--- src/common/aof_pkg.sv ---
// Constants shared by the converter output formatter
package aof_pkg;
    // Avalon byte offsets of the control registers
    localparam logic [3:0] REG_CTRL   = 4'h0;
    localparam logic [3:0] REG_TC     = 4'h4;
    localparam logic [3:0] REG_STATUS = 4'h8;
    // Control register field positions
    localparam int CTRL_EN     = 0;
    localparam int CTRL_HOLD   = 1;
    localparam int CTRL_OB     = 2;
    localparam int CTRL_PAR    = 3;
    localparam int CTRL_STRAP  = 4;
    // Status register field positions
    localparam int STAT_ACT    = 0;
    localparam int STAT_OVR    = 1;
    localparam int STAT_STBY   = 2;
    localparam int STAT_PAR    = 3;
    localparam int STAT_OB     = 4;
    localparam int STAT_EST    = 16;
    // Reset values: correction off, strap in charge
    localparam logic [4:0] CTRL_RST = 5'h10;
    localparam logic [3:0] TC_RST   = 4'h0;
    // Loop time constant: code 0 is 2^20 cycles, one doubling per step
    localparam int TC_BASE_LOG2 = 20;
    localparam logic [3:0] TC_MAX_SEL = 4'hB;
    // Correction range and full scale, in millivolts
    localparam int DC_LIMIT_MV = 10;
    localparam int FS_MVPP     = 1500;
    // Sample pipeline latency in sampling clock cycles
    localparam int LATENCY = 21;
    // Decoded strap levels
    localparam logic [1:0] STRAP_GND  = 2'h0;
    localparam logic [1:0] STRAP_3_8  = 2'h1;
    localparam logic [1:0] STRAP_5_8  = 2'h2;
    localparam logic [1:0] STRAP_AVDD = 2'h3;
    // Full-scale codes on the 14-bit bus
    localparam logic [13:0] OB_POS_FS = 14'h3FFF;
    localparam logic [13:0] TC_POS_FS = 14'h1FFF;
    localparam logic [13:0] OB_NEG_FS = 14'h0000;
    localparam logic [13:0] TC_NEG_FS = 14'h2000;
endpackage

--- src/rtl/aof_formatter.sv ---
// Converter back end: dc offset loop, coding, overrange and output muxing
// Overview of operation
// - Cancel dc offset, range limited to 10 mV
// - Enabled loop updates and subtracts every cycle
// - Four-bit selector, 2^20 to 2^31 cycles
// - Hold freezes estimate, still applied
// - Off after reset until enabled and programmed
// - 14 or 12 bit samples, aligned clock
// - Interface chosen by register or strap
// - Double rate puts two bits per pair
// - Even bits on falling, odd on rising
// - Parallel mode: one bit per pin
// - Overrange high while input overloaded
// - Positive overload gives 3FFF or 1FFF
// - Negative overload gives 0000 or 2000
// - Coding chosen by register or strap
// - Strap levels map to coding and interface
// - Output enable pin gates data buffers
// - Serial data pin acts as standby control in strap mode
// - Output 21 cycles after sampling edge
`timescale 1ns/1ps
`default_nettype none
module aof_formatter #(
    parameter int DW = 14                    // Sample width, 14 or 12
) (
    input  wire logic                  clk,
    input  wire logic                  rst_b,
    input  wire logic signed [DW-1:0]  sample_in,
    input  wire logic                  sample_over_pos,
    input  wire logic                  sample_over_neg,
    input  wire logic [1:0]            format_interface_strap,
    input  wire logic                  output_enable_pin,
    input  wire logic                  serial_data_in,
    input  wire logic                  serial_select_n,
    input  wire logic [3:0]            avs_address,
    input  wire logic                  avs_read,
    input  wire logic                  avs_write,
    input  wire logic [31:0]           avs_writedata,
    input  wire logic [3:0]            avs_byteenable,
    output logic [31:0]                avs_readdata,
    output logic                       avs_waitrequest,
    output logic [DW-1:0]              sample_data,
    output logic [DW/2-1:0]            ddr_pair,
    output logic                       forwarded_clock_true,
    output logic                       forwarded_clock_comp,
    output logic                       forwarded_clock_single,
    output logic                       data_oe,
    output logic                       overrange_flag,
    output logic                       standby
);
    // Accumulator wide enough for the longest time constant
    localparam int TC_W = aof_pkg::TC_BASE_LOG2 + 12;
    localparam int AW = DW + TC_W;
    // Correction limit in codes; integer rounding keeps it inside the range
    localparam int DC_LIM = aof_pkg::DC_LIMIT_MV * (1 << DW) / aof_pkg::FS_MVPP;
    localparam logic signed [DW-1:0] LIM_P = DC_LIM[DW-1:0];
    localparam logic signed [DW-1:0] LIM_N = -LIM_P;
    // Extreme codes in twos complement
    localparam logic signed [DW-1:0] MAXC = {1'b0, {(DW-1){1'b1}}};
    localparam logic signed [DW-1:0] MINC = {1'b1, {(DW-1){1'b0}}};

    // Delay line word: overload flags above the sample
    typedef logic [DW+1:0] aof_word_t;

    // Whole state of the block
    typedef struct packed {
        logic [4:0]              sync1;  // Pin synchroniser, first stage
        logic [4:0]              sync2;  // Pin synchroniser, second stage
        logic                    ack;    // Bus answer cycle
        logic [31:0]             rdata;  // Bus read data
        logic [4:0]              ctrl;   // Control bits
        logic [3:0]              tc;     // Time constant selector
        logic                    tc_set; // Selector written since reset
        logic signed [AW-1:0]    acc;    // Loop integrator
        aof_word_t [aof_pkg::LATENCY-1:0] dly; // Sample pipeline
        logic [DW-1:0]           q;      // Coded output sample
        logic                    o_ovr;  // Output overrange
        logic                    o_pos;  // Output clipped high
        logic                    o_ob;   // Output coded offset binary
        logic                    o_par;  // Output interface parallel
    } aof_state_t;

    aof_state_t s_r;                     // Registered state
    aof_state_t s_nxt;                   // Next state

    // Synchronised pins
    logic [1:0]              strap_s;    // Decoded strap level
    logic                    oe_s;       // Output enable pin
    logic                    sdi_s;      // Standby control pin
    logic                    sen_s;      // Serial select, high when idle
    // Effective modes and loop signals
    logic                    use_strap;  // Pins decide the modes
    logic                    eff_ob;     // Offset binary coding
    logic                    eff_par;    // Parallel interface
    logic                    stby;       // Standby in force
    logic                    active;     // Loop running
    logic signed [DW-1:0]    est;        // Clamped offset estimate
    logic signed [AW-1:0]    est_full;   // Unclamped estimate
    aof_word_t               tail;       // Sample leaving the delay line
    logic signed [DW:0]      diff;       // Sample minus estimate
    logic [DW-1:0]           code;       // Twos complement result
    logic                    bus_req;    // Request awaiting an answer

    assign strap_s   = s_r.sync2[4:3];
    assign oe_s      = s_r.sync2[2];
    assign sdi_s     = s_r.sync2[1];
    assign sen_s     = s_r.sync2[0];
    assign use_strap = s_r.ctrl[aof_pkg::CTRL_STRAP];

    // Saturate a widened value into the sample range
    function automatic logic [DW-1:0] sat(input logic signed [DW:0] v);
        // Casts keep both compares signed; a bare concatenation is unsigned
        if (v > signed'({MAXC[DW-1], MAXC}))
            sat = MAXC;
        else if (v < signed'({MINC[DW-1], MINC}))
            sat = MINC;
        else
            sat = v[DW-1:0];
    endfunction

    // Mode selection from strap or register
    always_comb
    begin
        if (use_strap)
        begin
            // Ground and 3/8 give twos complement; 3/8 and 5/8 are parallel
            eff_ob  = (strap_s == aof_pkg::STRAP_5_8) || (strap_s == aof_pkg::STRAP_AVDD);
            eff_par = (strap_s == aof_pkg::STRAP_3_8) || (strap_s == aof_pkg::STRAP_5_8);
        end
        else
        begin
            eff_ob  = s_r.ctrl[aof_pkg::CTRL_OB];
            eff_par = s_r.ctrl[aof_pkg::CTRL_PAR];
        end
        // Pin standby only counts with the serial port idle
        stby = use_strap && sen_s && sdi_s;
    end

    // Offset estimate from the integrator
    always_comb
    begin
        active   = s_r.ctrl[aof_pkg::CTRL_EN] && s_r.tc_set;
        est_full = signed'(s_r.acc) >>> (aof_pkg::TC_BASE_LOG2 + int'(s_r.tc));
        // Clamp to the correction range
        if (!active)
            est = '0;
        else if (est_full > AW'(LIM_P))
            est = LIM_P;
        else if (est_full < AW'(LIM_N))
            est = LIM_N;
        else
            est = est_full[DW-1:0];
        tail = s_r.dly[aof_pkg::LATENCY-1];
        diff = {tail[DW-1], tail[DW-1:0]} - {est[DW-1], est};
        code = sat(diff);
    end

    // Next state
    always_comb
    begin
        s_nxt = s_r;
        // Two-stage capture of the pins
        s_nxt.sync1 = {format_interface_strap, output_enable_pin,
                       serial_data_in, serial_select_n};
        s_nxt.sync2 = s_r.sync1;
        // Answer every request in the cycle after it appears
        bus_req   = (avs_read || avs_write) && !s_r.ack;
        s_nxt.ack = bus_req;
        if (bus_req)
        begin
            s_nxt.rdata = '0;
            if (!avs_read)
                s_nxt.rdata = '0;
            else if (avs_address == aof_pkg::REG_CTRL)
                s_nxt.rdata[4:0] = s_r.ctrl;
            else if (avs_address == aof_pkg::REG_TC)
                s_nxt.rdata[3:0] = s_r.tc;
            else if (avs_address == aof_pkg::REG_STATUS)
            begin
                s_nxt.rdata[aof_pkg::STAT_ACT]  = active;
                s_nxt.rdata[aof_pkg::STAT_OVR]  = s_r.o_ovr;
                s_nxt.rdata[aof_pkg::STAT_STBY] = stby;
                s_nxt.rdata[aof_pkg::STAT_PAR]  = eff_par;
                s_nxt.rdata[aof_pkg::STAT_OB]   = eff_ob;
                s_nxt.rdata[31:16] = 16'(est);
            end
        end
        // Writes land on the edge where waitrequest is low
        if (avs_write && s_r.ack && avs_byteenable[0])
        begin
            if (avs_address == aof_pkg::REG_CTRL)
                s_nxt.ctrl = avs_writedata[4:0];
            else if (avs_address == aof_pkg::REG_TC)
            begin
                s_nxt.tc     = avs_writedata[3:0];
                s_nxt.tc_set = 1'b1;
            end
        end
        // Sample pipeline
        s_nxt.dly = {s_r.dly[aof_pkg::LATENCY-2:0],
                     {sample_over_pos, sample_over_neg, sample_in}};
        // Integrator: cleared when off, frozen on hold or reserved code
        if (!active)
            s_nxt.acc = '0;
        else if (!s_r.ctrl[aof_pkg::CTRL_HOLD] && s_r.tc <= aof_pkg::TC_MAX_SEL)
            s_nxt.acc = s_r.acc + AW'(signed'(tail[DW-1:0])) - AW'(est);
        // Output stage: overload forces full scale before coding
        s_nxt.o_ovr = (tail[DW+1] || tail[DW]) && !stby;
        s_nxt.o_pos = tail[DW+1];
        s_nxt.o_ob  = eff_ob;
        s_nxt.o_par = eff_par;
        if (stby)
            s_nxt.q = '0;
        else if (tail[DW+1])
            s_nxt.q = eff_ob ? {DW{1'b1}} : MAXC;
        else if (tail[DW])
            s_nxt.q = eff_ob ? '0 : MINC;
        else
            s_nxt.q = eff_ob ? {~code[DW-1], code[DW-2:0]} : code;
    end

    // State register
    always_ff @(posedge clk or negedge rst_b)
    begin
        if (!rst_b)
        begin
            s_r       <= '0;
            s_r.ctrl  <= aof_pkg::CTRL_RST;
            s_r.tc    <= aof_pkg::TC_RST;
        end
        else
            s_r <= s_nxt;
    end

    // Outputs; the clock acts as the double-rate select, as an output DDR cell would
    always_comb
    begin
        avs_waitrequest = (avs_read || avs_write) && !s_r.ack;
        avs_readdata    = s_r.rdata;
        sample_data     = s_r.o_par ? s_r.q : '0;
        for (int i = 0; i < DW/2; i++)
            ddr_pair[i] = s_r.o_par ? 1'b0 : (clk ? s_r.q[2*i+1] : s_r.q[2*i]);
        forwarded_clock_true   = !s_r.o_par && clk;
        forwarded_clock_comp   = !s_r.o_par && !clk;
        // Inverted so the receiver's rising edge falls mid-eye
        forwarded_clock_single = s_r.o_par && !clk;
        data_oe        = oe_s && !stby;
        overrange_flag = s_r.o_ovr;
        standby        = stby;
    end
endmodule
`default_nettype wire

--- config.mk ---
export PLATFORM = sky130hd
export DESIGN_NAME = aof_formatter
export DESIGN_NICKNAME = d
export VERILOG_FILES = /design/src/common/aof_pkg.sv /design/src/rtl/aof_formatter.sv
export SDC_FILE = /design/constraint.sdc
export NUM_CORES = 1
export LEC_CHECK = 0
export ABC_AREA = 1
export BUFFER_PORTS_ARGS = -buffer_cell sky130_fd_sc_hd__buf_2
export CELL_PAD_IN_SITES_DETAIL_PLACEMENT = 0
export CELL_PAD_IN_SITES_GLOBAL_PLACEMENT = 2
export CORE_MARGIN = 2
export CORE_UTILIZATION = 42
export DETAILED_ROUTE_END_ITERATION = 8
export PLACE_DENSITY_LB_ADDON = 0.1
export SETUP_SLACK_MARGIN = 0.5
export SLEW_MARGIN = 20
export SYNTH_ARGS = -nofsm -noshare
export SYNTH_HDL_FRONTEND = slang
export SYNTH_SLANG_ARGS = --single-unit
--- constraint.sdc ---
create_clock -name clk -period 7.15 [get_ports clk]
set_clock_uncertainty 0.05 [all_clocks]
set_input_delay 0.3575 -clock clk [delete_from_list [all_inputs] [get_ports clk]]
set_output_delay 0.3575 -clock clk [all_outputs]
set_load 0.02 [all_outputs]
### Word-level counts from Yosys, hierarchy flattened

Index checks and enable logic that the tools add are counted.

| storage, ports and cells | value |
|---|---|
| input bits | 65 |
| output and inout port bits | 60 |
| word-level logic and storage cells | 113 |
| flip-flop bits (word level) | 440 |

| operators by class | value |
|---|---|
| bitwise gates (word level) | 2 |
| mux-type cells | 39 |
| reduce and logical (&&, ||, !) cells | 24 |
| add/subtract/negate cells | 4 |
| equality and inequality tests | 6 |
| $lt $le $gt $ge | 5 |
| shift operators | 1 |

Operators by type and width:

| operator | number |
|---|---|
| $mux W14 | 12 |
| $mux W46 | 2 |
| $mux W16 | 4 |
| $add A46 B14 Y46 | 1 |
| $gt A46 B8 Y1 const B | 1 |
| $lt A46 B8 Y1 const B | 1 |
| $sshr A46 B6 Y46 | 1 |
| $sub A46 B14 Y46 | 1 |
| $mux W1 | 17 |
| $gt A15 B14 Y1 const B | 1 |
| $lt A15 B14 Y1 const B | 1 |
| $mux W5 | 3 |
| $sub A14 B14 Y15 | 1 |
| $logic_and A1 B1 Y1 | 12 |
| $add A5 B4 Y6 const A | 1 |
| $logic_not A1 Y1 | 5 |
| $eq A2 B2 Y1 const B | 2 |
| $eq A4 B3 Y1 const B | 1 |
| $eq A4 B4 Y1 const B | 1 |
| $le A4 B4 Y1 const B | 1 |
| $logic_not A4 Y1 | 1 |
| $logic_or A1 B1 Y1 | 4 |
| $mux W4 | 1 |
| $reduce_and A3 Y1 | 1 |
| other kinds (4) | 5 |

### Logic depth before layout (Yosys ltp)

Gate-level depths: netlist (run 1).

| logic depth | value |
|---|---|
| depth in word-level cells | 15 |
| gate-level depth with buffers | 39 |

==> results by group, run 1 <==
Placed design
  – Number of I/O port buffers: 83
  – Dpl cells: 2,630
  – Final GP Congestion: 0.875
  – HPWL Detailed: 33,200 µm

Logic synthesis
  – Netlist Area Pre-Place: 19,300 µm²
  – Post-synthesis mux area share: 0.0584%
  – Synth Flop Type: dfrtp_1
  – Synth area leaders: dfrtp_1 57%, nand2_1 7.4%, inv_1 5.6%, nand3_1 5.0%, fa_1 4.8%
  – Leading area contributor after synthesis: dfrtp_1
  – Yosys reg bits: 438
  – Post-synth cell types: 49
  – Commonest cells post-synth: 437 x dfrtp_1, 379 x nand2_1, 287 x inv_1
  – Count leader, synth: dfrtp_1
  – Yosys warns: 0
  – Post-Synth XOR/XNOR Area: 0.636%
  – Compound-gate portion of the synthesized area: 9.50%
  – Top-area cell type share of the netlist area: 56.7%
  – Post-synthesis adder-cell area fraction: 8.80%
  – Largest family of logic cells by synthesized area: simple AND/OR/NAND/NOR gates
  – Async SR Flop Fraction: 100%
  – Seq/Total Area, Yosys: 56.9%
  – Syn Area/Cell: 9.68 µm²
  – Post-synth EDFFs: 0
  – Syn Inst Count: 1,992
  – Synth Area in Simple Gates: 16.0%

Global routing
  – Largest net degree at the start of global routing: 177
  – Grt total ovfl: 0
  – Initial antenna violation count: 1
  – Total track usage: 20.5%
  – First-pass GRT wire length: 74,500 µm
  – Vias in the first global route: 13,700

STA
  – Max Transition Viols Final: 0
  – RSZ-0062 raised after global routing: no
  – Post-route setup TNS: 0 ns
  – Fmax: 167 MHz
  – Fin. Hold Viols: 0
  – Setup violators final: 0
  – Slew @ Worst Pin: 1.01 ns
  – Fin crit share: 83.6%
  – Max-slew headroom: 32.7%
  – Tmin final: 5.98 ns

Finish
  – Diode count: 0
  – # fillers: 4,261
  – Non-Filler Instances: 2,765
  – Final Net Count: 2,301
  – Area Overhead vs Synth: 16.3%
  – Ratio of cells with drive above 1 in the final layout: 9.98%

Routing
  – Via count: 13,500
  – Drt pass-1 iters: 7
  – Vias per cell: 4.90
  – DRC: 0
  – DRT iter0 DRCs: 1,018
  – Antenna-violating nets left: 0
  – WL/cell: 16.8 µm
  – Total routed wirelength: 46,300 µm

Setup path
  – CP endpoint kind: flip-flop
  – CP Data Arrival Time: 6.48 ns
  – WS Path Type: reg2reg
  – R2R setup slack: 1.17 ns
  – Startpoint types: flip-flop
  – Crit path max fanout: 24
  – Reg2reg path depth: 26
  – Worst Path Required: 7.65 ns

Pwr
  – Clock share of power: 39.4%
  – Max IR drop VDD: 0.340 mV
  – Pint: 5.03 mW
  – Static Leak: 11.0 nW
  – Comb pwr share: 24.6%
  – Switching portion of total power: 33.6%
  – Sequential share of power: 36.1%
  – Switching power: 2.55 mW
  – Pwr Density: 338 nW/µm²

Worst hold path
  – Hold path cells: 4
  – Hold WC Path Type: in2reg

Die
  – Core area: 45,400 µm²
  – Die Height: 218 µm
  – Die width: 218 µm
  – Initial core utilization: 42.5%
  – Die area: 47,600 µm²
  – I/O pin cnt: 125
  – Rows: 78

Status
  – Status: complete, no violations

Clocking
  – CTS tree: done
  – Clk pin slew, worst setup/hold paths: 0.07 ns
  – Worst skew pair latency: 0.70 ns
  – Setup Buffers After CTS: 0

Job
  – Max-cap violation count: 0
## cell type report
cell class              count  area (µm²)  share of cell area (%)
repair buffers            123         836                    3.73
inverters                 296        1110                    4.97
clock buffers              87        1690                    7.52
flip-flops and latches    438       11000                    48.9
well taps                 600         751                    3.35
multi-input cells        1191        6800                    30.3
clock inverters            30         267                    1.19
## what timing repair did
| item | 4_1_cts | 5_1_grt |
|---|---|---|
| hold endpoints to repair | 134 | 0 |
| hold buffers | 29 | 0 |
| endpoints found under the setup margin | 0 | 2 |
| gates resized for setup | 0 | 2 |
## sequential cells by signal, indices dropped and copies added, names as in the netlist
signal	cells
avs_readdata	19
s_r	76
oe_s	1
tail	16
s_nxt	325
overrange_flag	1
## placed cells by master (no fill, tap or decap), types with 10 or more instances in the layout
master	n
o21ai_0	127
a21o_1	10
ha_1	62
clkbuf_1	11
inv_1	286
a31oi_1	10
buf_2	82
nand3_1	192
nor2_1	112
buf_4	20
dlygate4sd3_1	29
dfrtp_1	437
fa_1	46
clkbuf_16	61
a21oi_1	124
clkinv_1	10
nor3_1	12
o22ai_1	12
nand2_1	378
conb_1	11
## path summary, 6_finish.rpt
check / start / endpoint
worst max-delay path: s_r[404] / s_r[396]
worst min-delay path: avs_address[2] / avs_readdata[4]
worst max register to register: s_r[404] / s_r[396]
worst min register to register: s_nxt[258] / s_nxt[274]
max in group asynchronous: rst_b / s_r[377]
min in group asynchronous: rst_b / s_nxt[284]
## cell families (layout without fill, tap and decap cells)
family / after synthesis / after routing
flops: 438 / 438
mux: 1 / 1
xor+xnor: 14 / 14
simple gates: 727 / 727
other cells: 1 / 11
compound gates: 330 / 330
fa+ha+maj: 108 / 108
buf+inv: 373 / 536
## power groups by stage
stage	sequential [mW]	combinational, mW	clock (mW)
final	2.73	1.86	2.98
after global routing	2.75	2.12	3.20
after CTS	2.73	1.87	3.08
after detailed placement	2.77	1.84	0.171
after global placement	2.77	1.84	0.171
after floorplan	2.73	1.29	0.130
## stage by stage
stage	hold slack [ns]	instance area (µm²)	power [mW]	worst slack (ns)	util, %
finish	0.0946	22400	7.58	1.17	49.4
global route	0.136	22400	8.08	0.661	49.4
CTS	0.0674	22400	7.68	1.06	49.4
detailed placement	0.285	20200	4.78	1.06	44.6
global placement	0.281	20200	4.78	1.14	44.6
floorplan	0.0119	19300	4.15	2.31	-
## layer usage
layer  GRT usage [%]  routed length, µm
met5           0.104                  0
met4            8.14               1070
met2            29.8              20000
met1            30.3              23300
met3            3.76               1990
## worst max-delay path, stage by stage, from the launching register on
cell,delay [ns]
dfrtp_1,0.40
ha_1,0.39
inv_1,0.62
nand2_1,0.10
a21oi_1,0.14
nand2_1,0.06
nor2_1,0.15
nand3_1,0.11
nand2_1,0.07
nand3_1,0.08
nand2_1,0.21
nand2_1,0.11
nand3_1,0.15
inv_1,0.12
fa_1,0.50
inv_1,0.07
fa_1,0.46
nand3_1,0.12
nand2_1,0.08
a21boi_0,0.42
o21ai_1,0.28
a21oi_1,0.32
inv_1,0.15
nand3b_1,0.11
nand3_1,0.18
o21ai_0,0.30
o21ai_0,0.13
Power figures use the tool's default switching activity.
==> run 2, diff against run 1 <==
Settings changed: CORE_UTILIZATION 42 to 35.
Clock period 7.15 ns to 5.4 ns, I/O delays scaled along.
==> run 2 against run 1 <==
Critical path depth decreased by 12. Wire length increased by 6.4%. Setup slack got worse by 0.60 ns. Final cell count increased by 6.7%. Design area increased by 9.9%. Via count increased by 2.6%. First-iteration DRC count decreased by 31%. Utilization decreased by 4.4 points. Global-route usage decreased by 2.7 points. Sequential cell count unchanged. Critical path type is now clk2out. Largest power group unchanged.
==> results by group, run 2 (synthesis gave the netlist of run 1 again) <==
Global routing
  – Total track usage: 17.8%
  – Vias in the first global route: 14,700
  – First-pass GRT wire length: 78,800 µm
  – Grt total ovfl: 0
  – Largest net degree at the start of global routing: 170
  – Initial antenna violation count: 1

Routing
  – Antenna-violating nets left: 0
  – DRT iter0 DRCs: 707
  – Total routed wirelength: 49,300 µm
  – DRC: 0
  – Drt pass-1 iters: 6
  – Vias per cell: 4.71
  – WL/cell: 16.7 µm
  – Via count: 13,900

Finish
  – Most common cell after layout, fill and taps aside: dfrtp_1
  – Commonest non-fill, non-tap cells in the layout: 434 x dfrtp_1, 307 x nand2_1, 278 x inv_1, 125 x nand3_1, 107 x a21oi_1
  – Diode count: 0
  – Max reg flops: 325
  – Ratio of cells with drive above 1 in the final layout: 21.9%
  – Non-Filler Instances: 2,951
  – Final Core Density: 45.0%
  – Finished Cell Area: 24,600 µm²
  – Final Net Count: 2,385
  – Area Overhead vs Synth: 27.8%

Setup path
  – WS Path Type: clk2out
  – Startpoint types: clock port
  – Crit path max fanout: 4
  – CP endpoint kind: output port
  – Worst Path Required: 5.08 ns
  – CP Data Arrival Time: 4.50 ns
  – R2R setup slack: 0.59 ns
  – Reg-to-Reg End: s_r[394]
  – Worst r2r src: s_r[401]
  – Reg2reg path depth: 35

Die
  – Die Height: 239 µm
  – I/O pin cnt: 125
  – Die area: 57,000 µm²
  – Initial core utilization: 35.2%
  – Die width: 239 µm
  – Core area: 54,800 µm²
  – Rows: 86

STA
  – RSZ-0062 raised after global routing: yes
  – Setup violators final: 0
  – Fin. Hold Viols: 0
  – Slew @ Worst Pin: 1.08 ns
  – Post-route setup TNS: 0 ns
  – Fin crit share: 89.3%
  – Max Transition Viols Final: 0
  – Fin Hold WS: 0.0602 ns
  – Fmax: 208 MHz
  – Max-slew headroom: 27.6%
  – Tmin final: 4.82 ns

Placed design
  – HPWL Detailed: 33,800 µm
  – Final GP Congestion: 0.862
  – Dpl cells: 2,771
  – Number of I/O port buffers: 83
  – Placed instance area: 20,700 µm²

Status
  – Status: complete, no violations

Clocking
  – Clk pin slew, worst setup/hold paths: 0.07 ns
  – CTS tree: done
  – Worst skew pair latency: 0.70 ns

Pwr
  – Max IR drop VDD: 0.291 mV
  – Pwr Density: 450 nW/µm²
  – Static Leak: 11.8 nW

Job
  – Max-cap violation count: 0

Worst hold path
  – Hold WC Path Type: in2async
## run 2: report_power, final
| part | switching, mW | internal (mW) |
|---|---|---|
| clock network | 1.64 | 2.59 |
| logic | 2.01 | 1.22 |
| registers | 0.128 | 3.50 |
| total | 3.77 | 7.31 |
## run 2: cell type report
cell class / count / area, µm²
clock buffer: 87 / 1750
clock inverter: 32 / 374
fill: 5228 / 30100
inverter: 296 / 1130
multi-input combinational: 1191 / 7790
sequential: 438 / 11000
tap: 704 / 881
timing repair buffer: 201 / 1720
timing repair inverter: 2 / 22.5
## run 2: metrics by stage
step / power [mW] / setup slack, ns
2_1_floorplan: 5.49 / 0.577
3_3_place_gp: 6.54 / -0.00937
3_5_place_dp: 6.53 / 0.0165
4_1_cts: 10.9 / 0.487
5_1_grt: 11.8 / 0.296
6_report: 11.1 / 0.577
## run 2: repair_timing
action / 4_1_cts / 5_1_grt
pin swaps: 10 / 53
hold endpoints to repair: 88 / 0
endpoints found under the setup margin: 31 / 50
hold buffers: 34 / 0
setup buffers: 10 / 20
cloned: 7 / 1
gates resized for setup: 77 / 205
## run 2: layer usage
layer  global-route usage [%]  share of wire [%]  vias to the layer above
li1                         -                  -                     6823
met1                     22.8                 44                     6791
met2                     30.6                 50                      212
met3                     3.14                3.2                       73
met4                     5.95                2.5                        0
met5                        0                  0                        -
## run 2: worst max-delay path by stage
stage	start	to	cells past startpoint
after floorplan	s_r[399]	s_r[388]	17
after global placement	s_r[401]	s_r[396]	30
after detailed placement	s_r[401]	s_r[394]	34
after CTS	s_r[401]	s_r[394]	38
after global routing	s_r[401]	s_r[382]	38
final	clk	ddr_pair[5]	14
## run 2: worst max-delay path: stages
cell	delay, ns
clkbuf_16	0.12
clkbuf_16	0.13
clkbuf_16	0.13
clkbuf_16	0.13
clkbuf_16	0.13
clkbuf_16	0.13
clkbuf_16	0.14
clkbuf_16	0.13
nand2_1	0.09
clkbuf_16	0.14
clkbuf_16	0.13
clkinv_1	0.05
a22o_1	0.19
buf_2	0.16
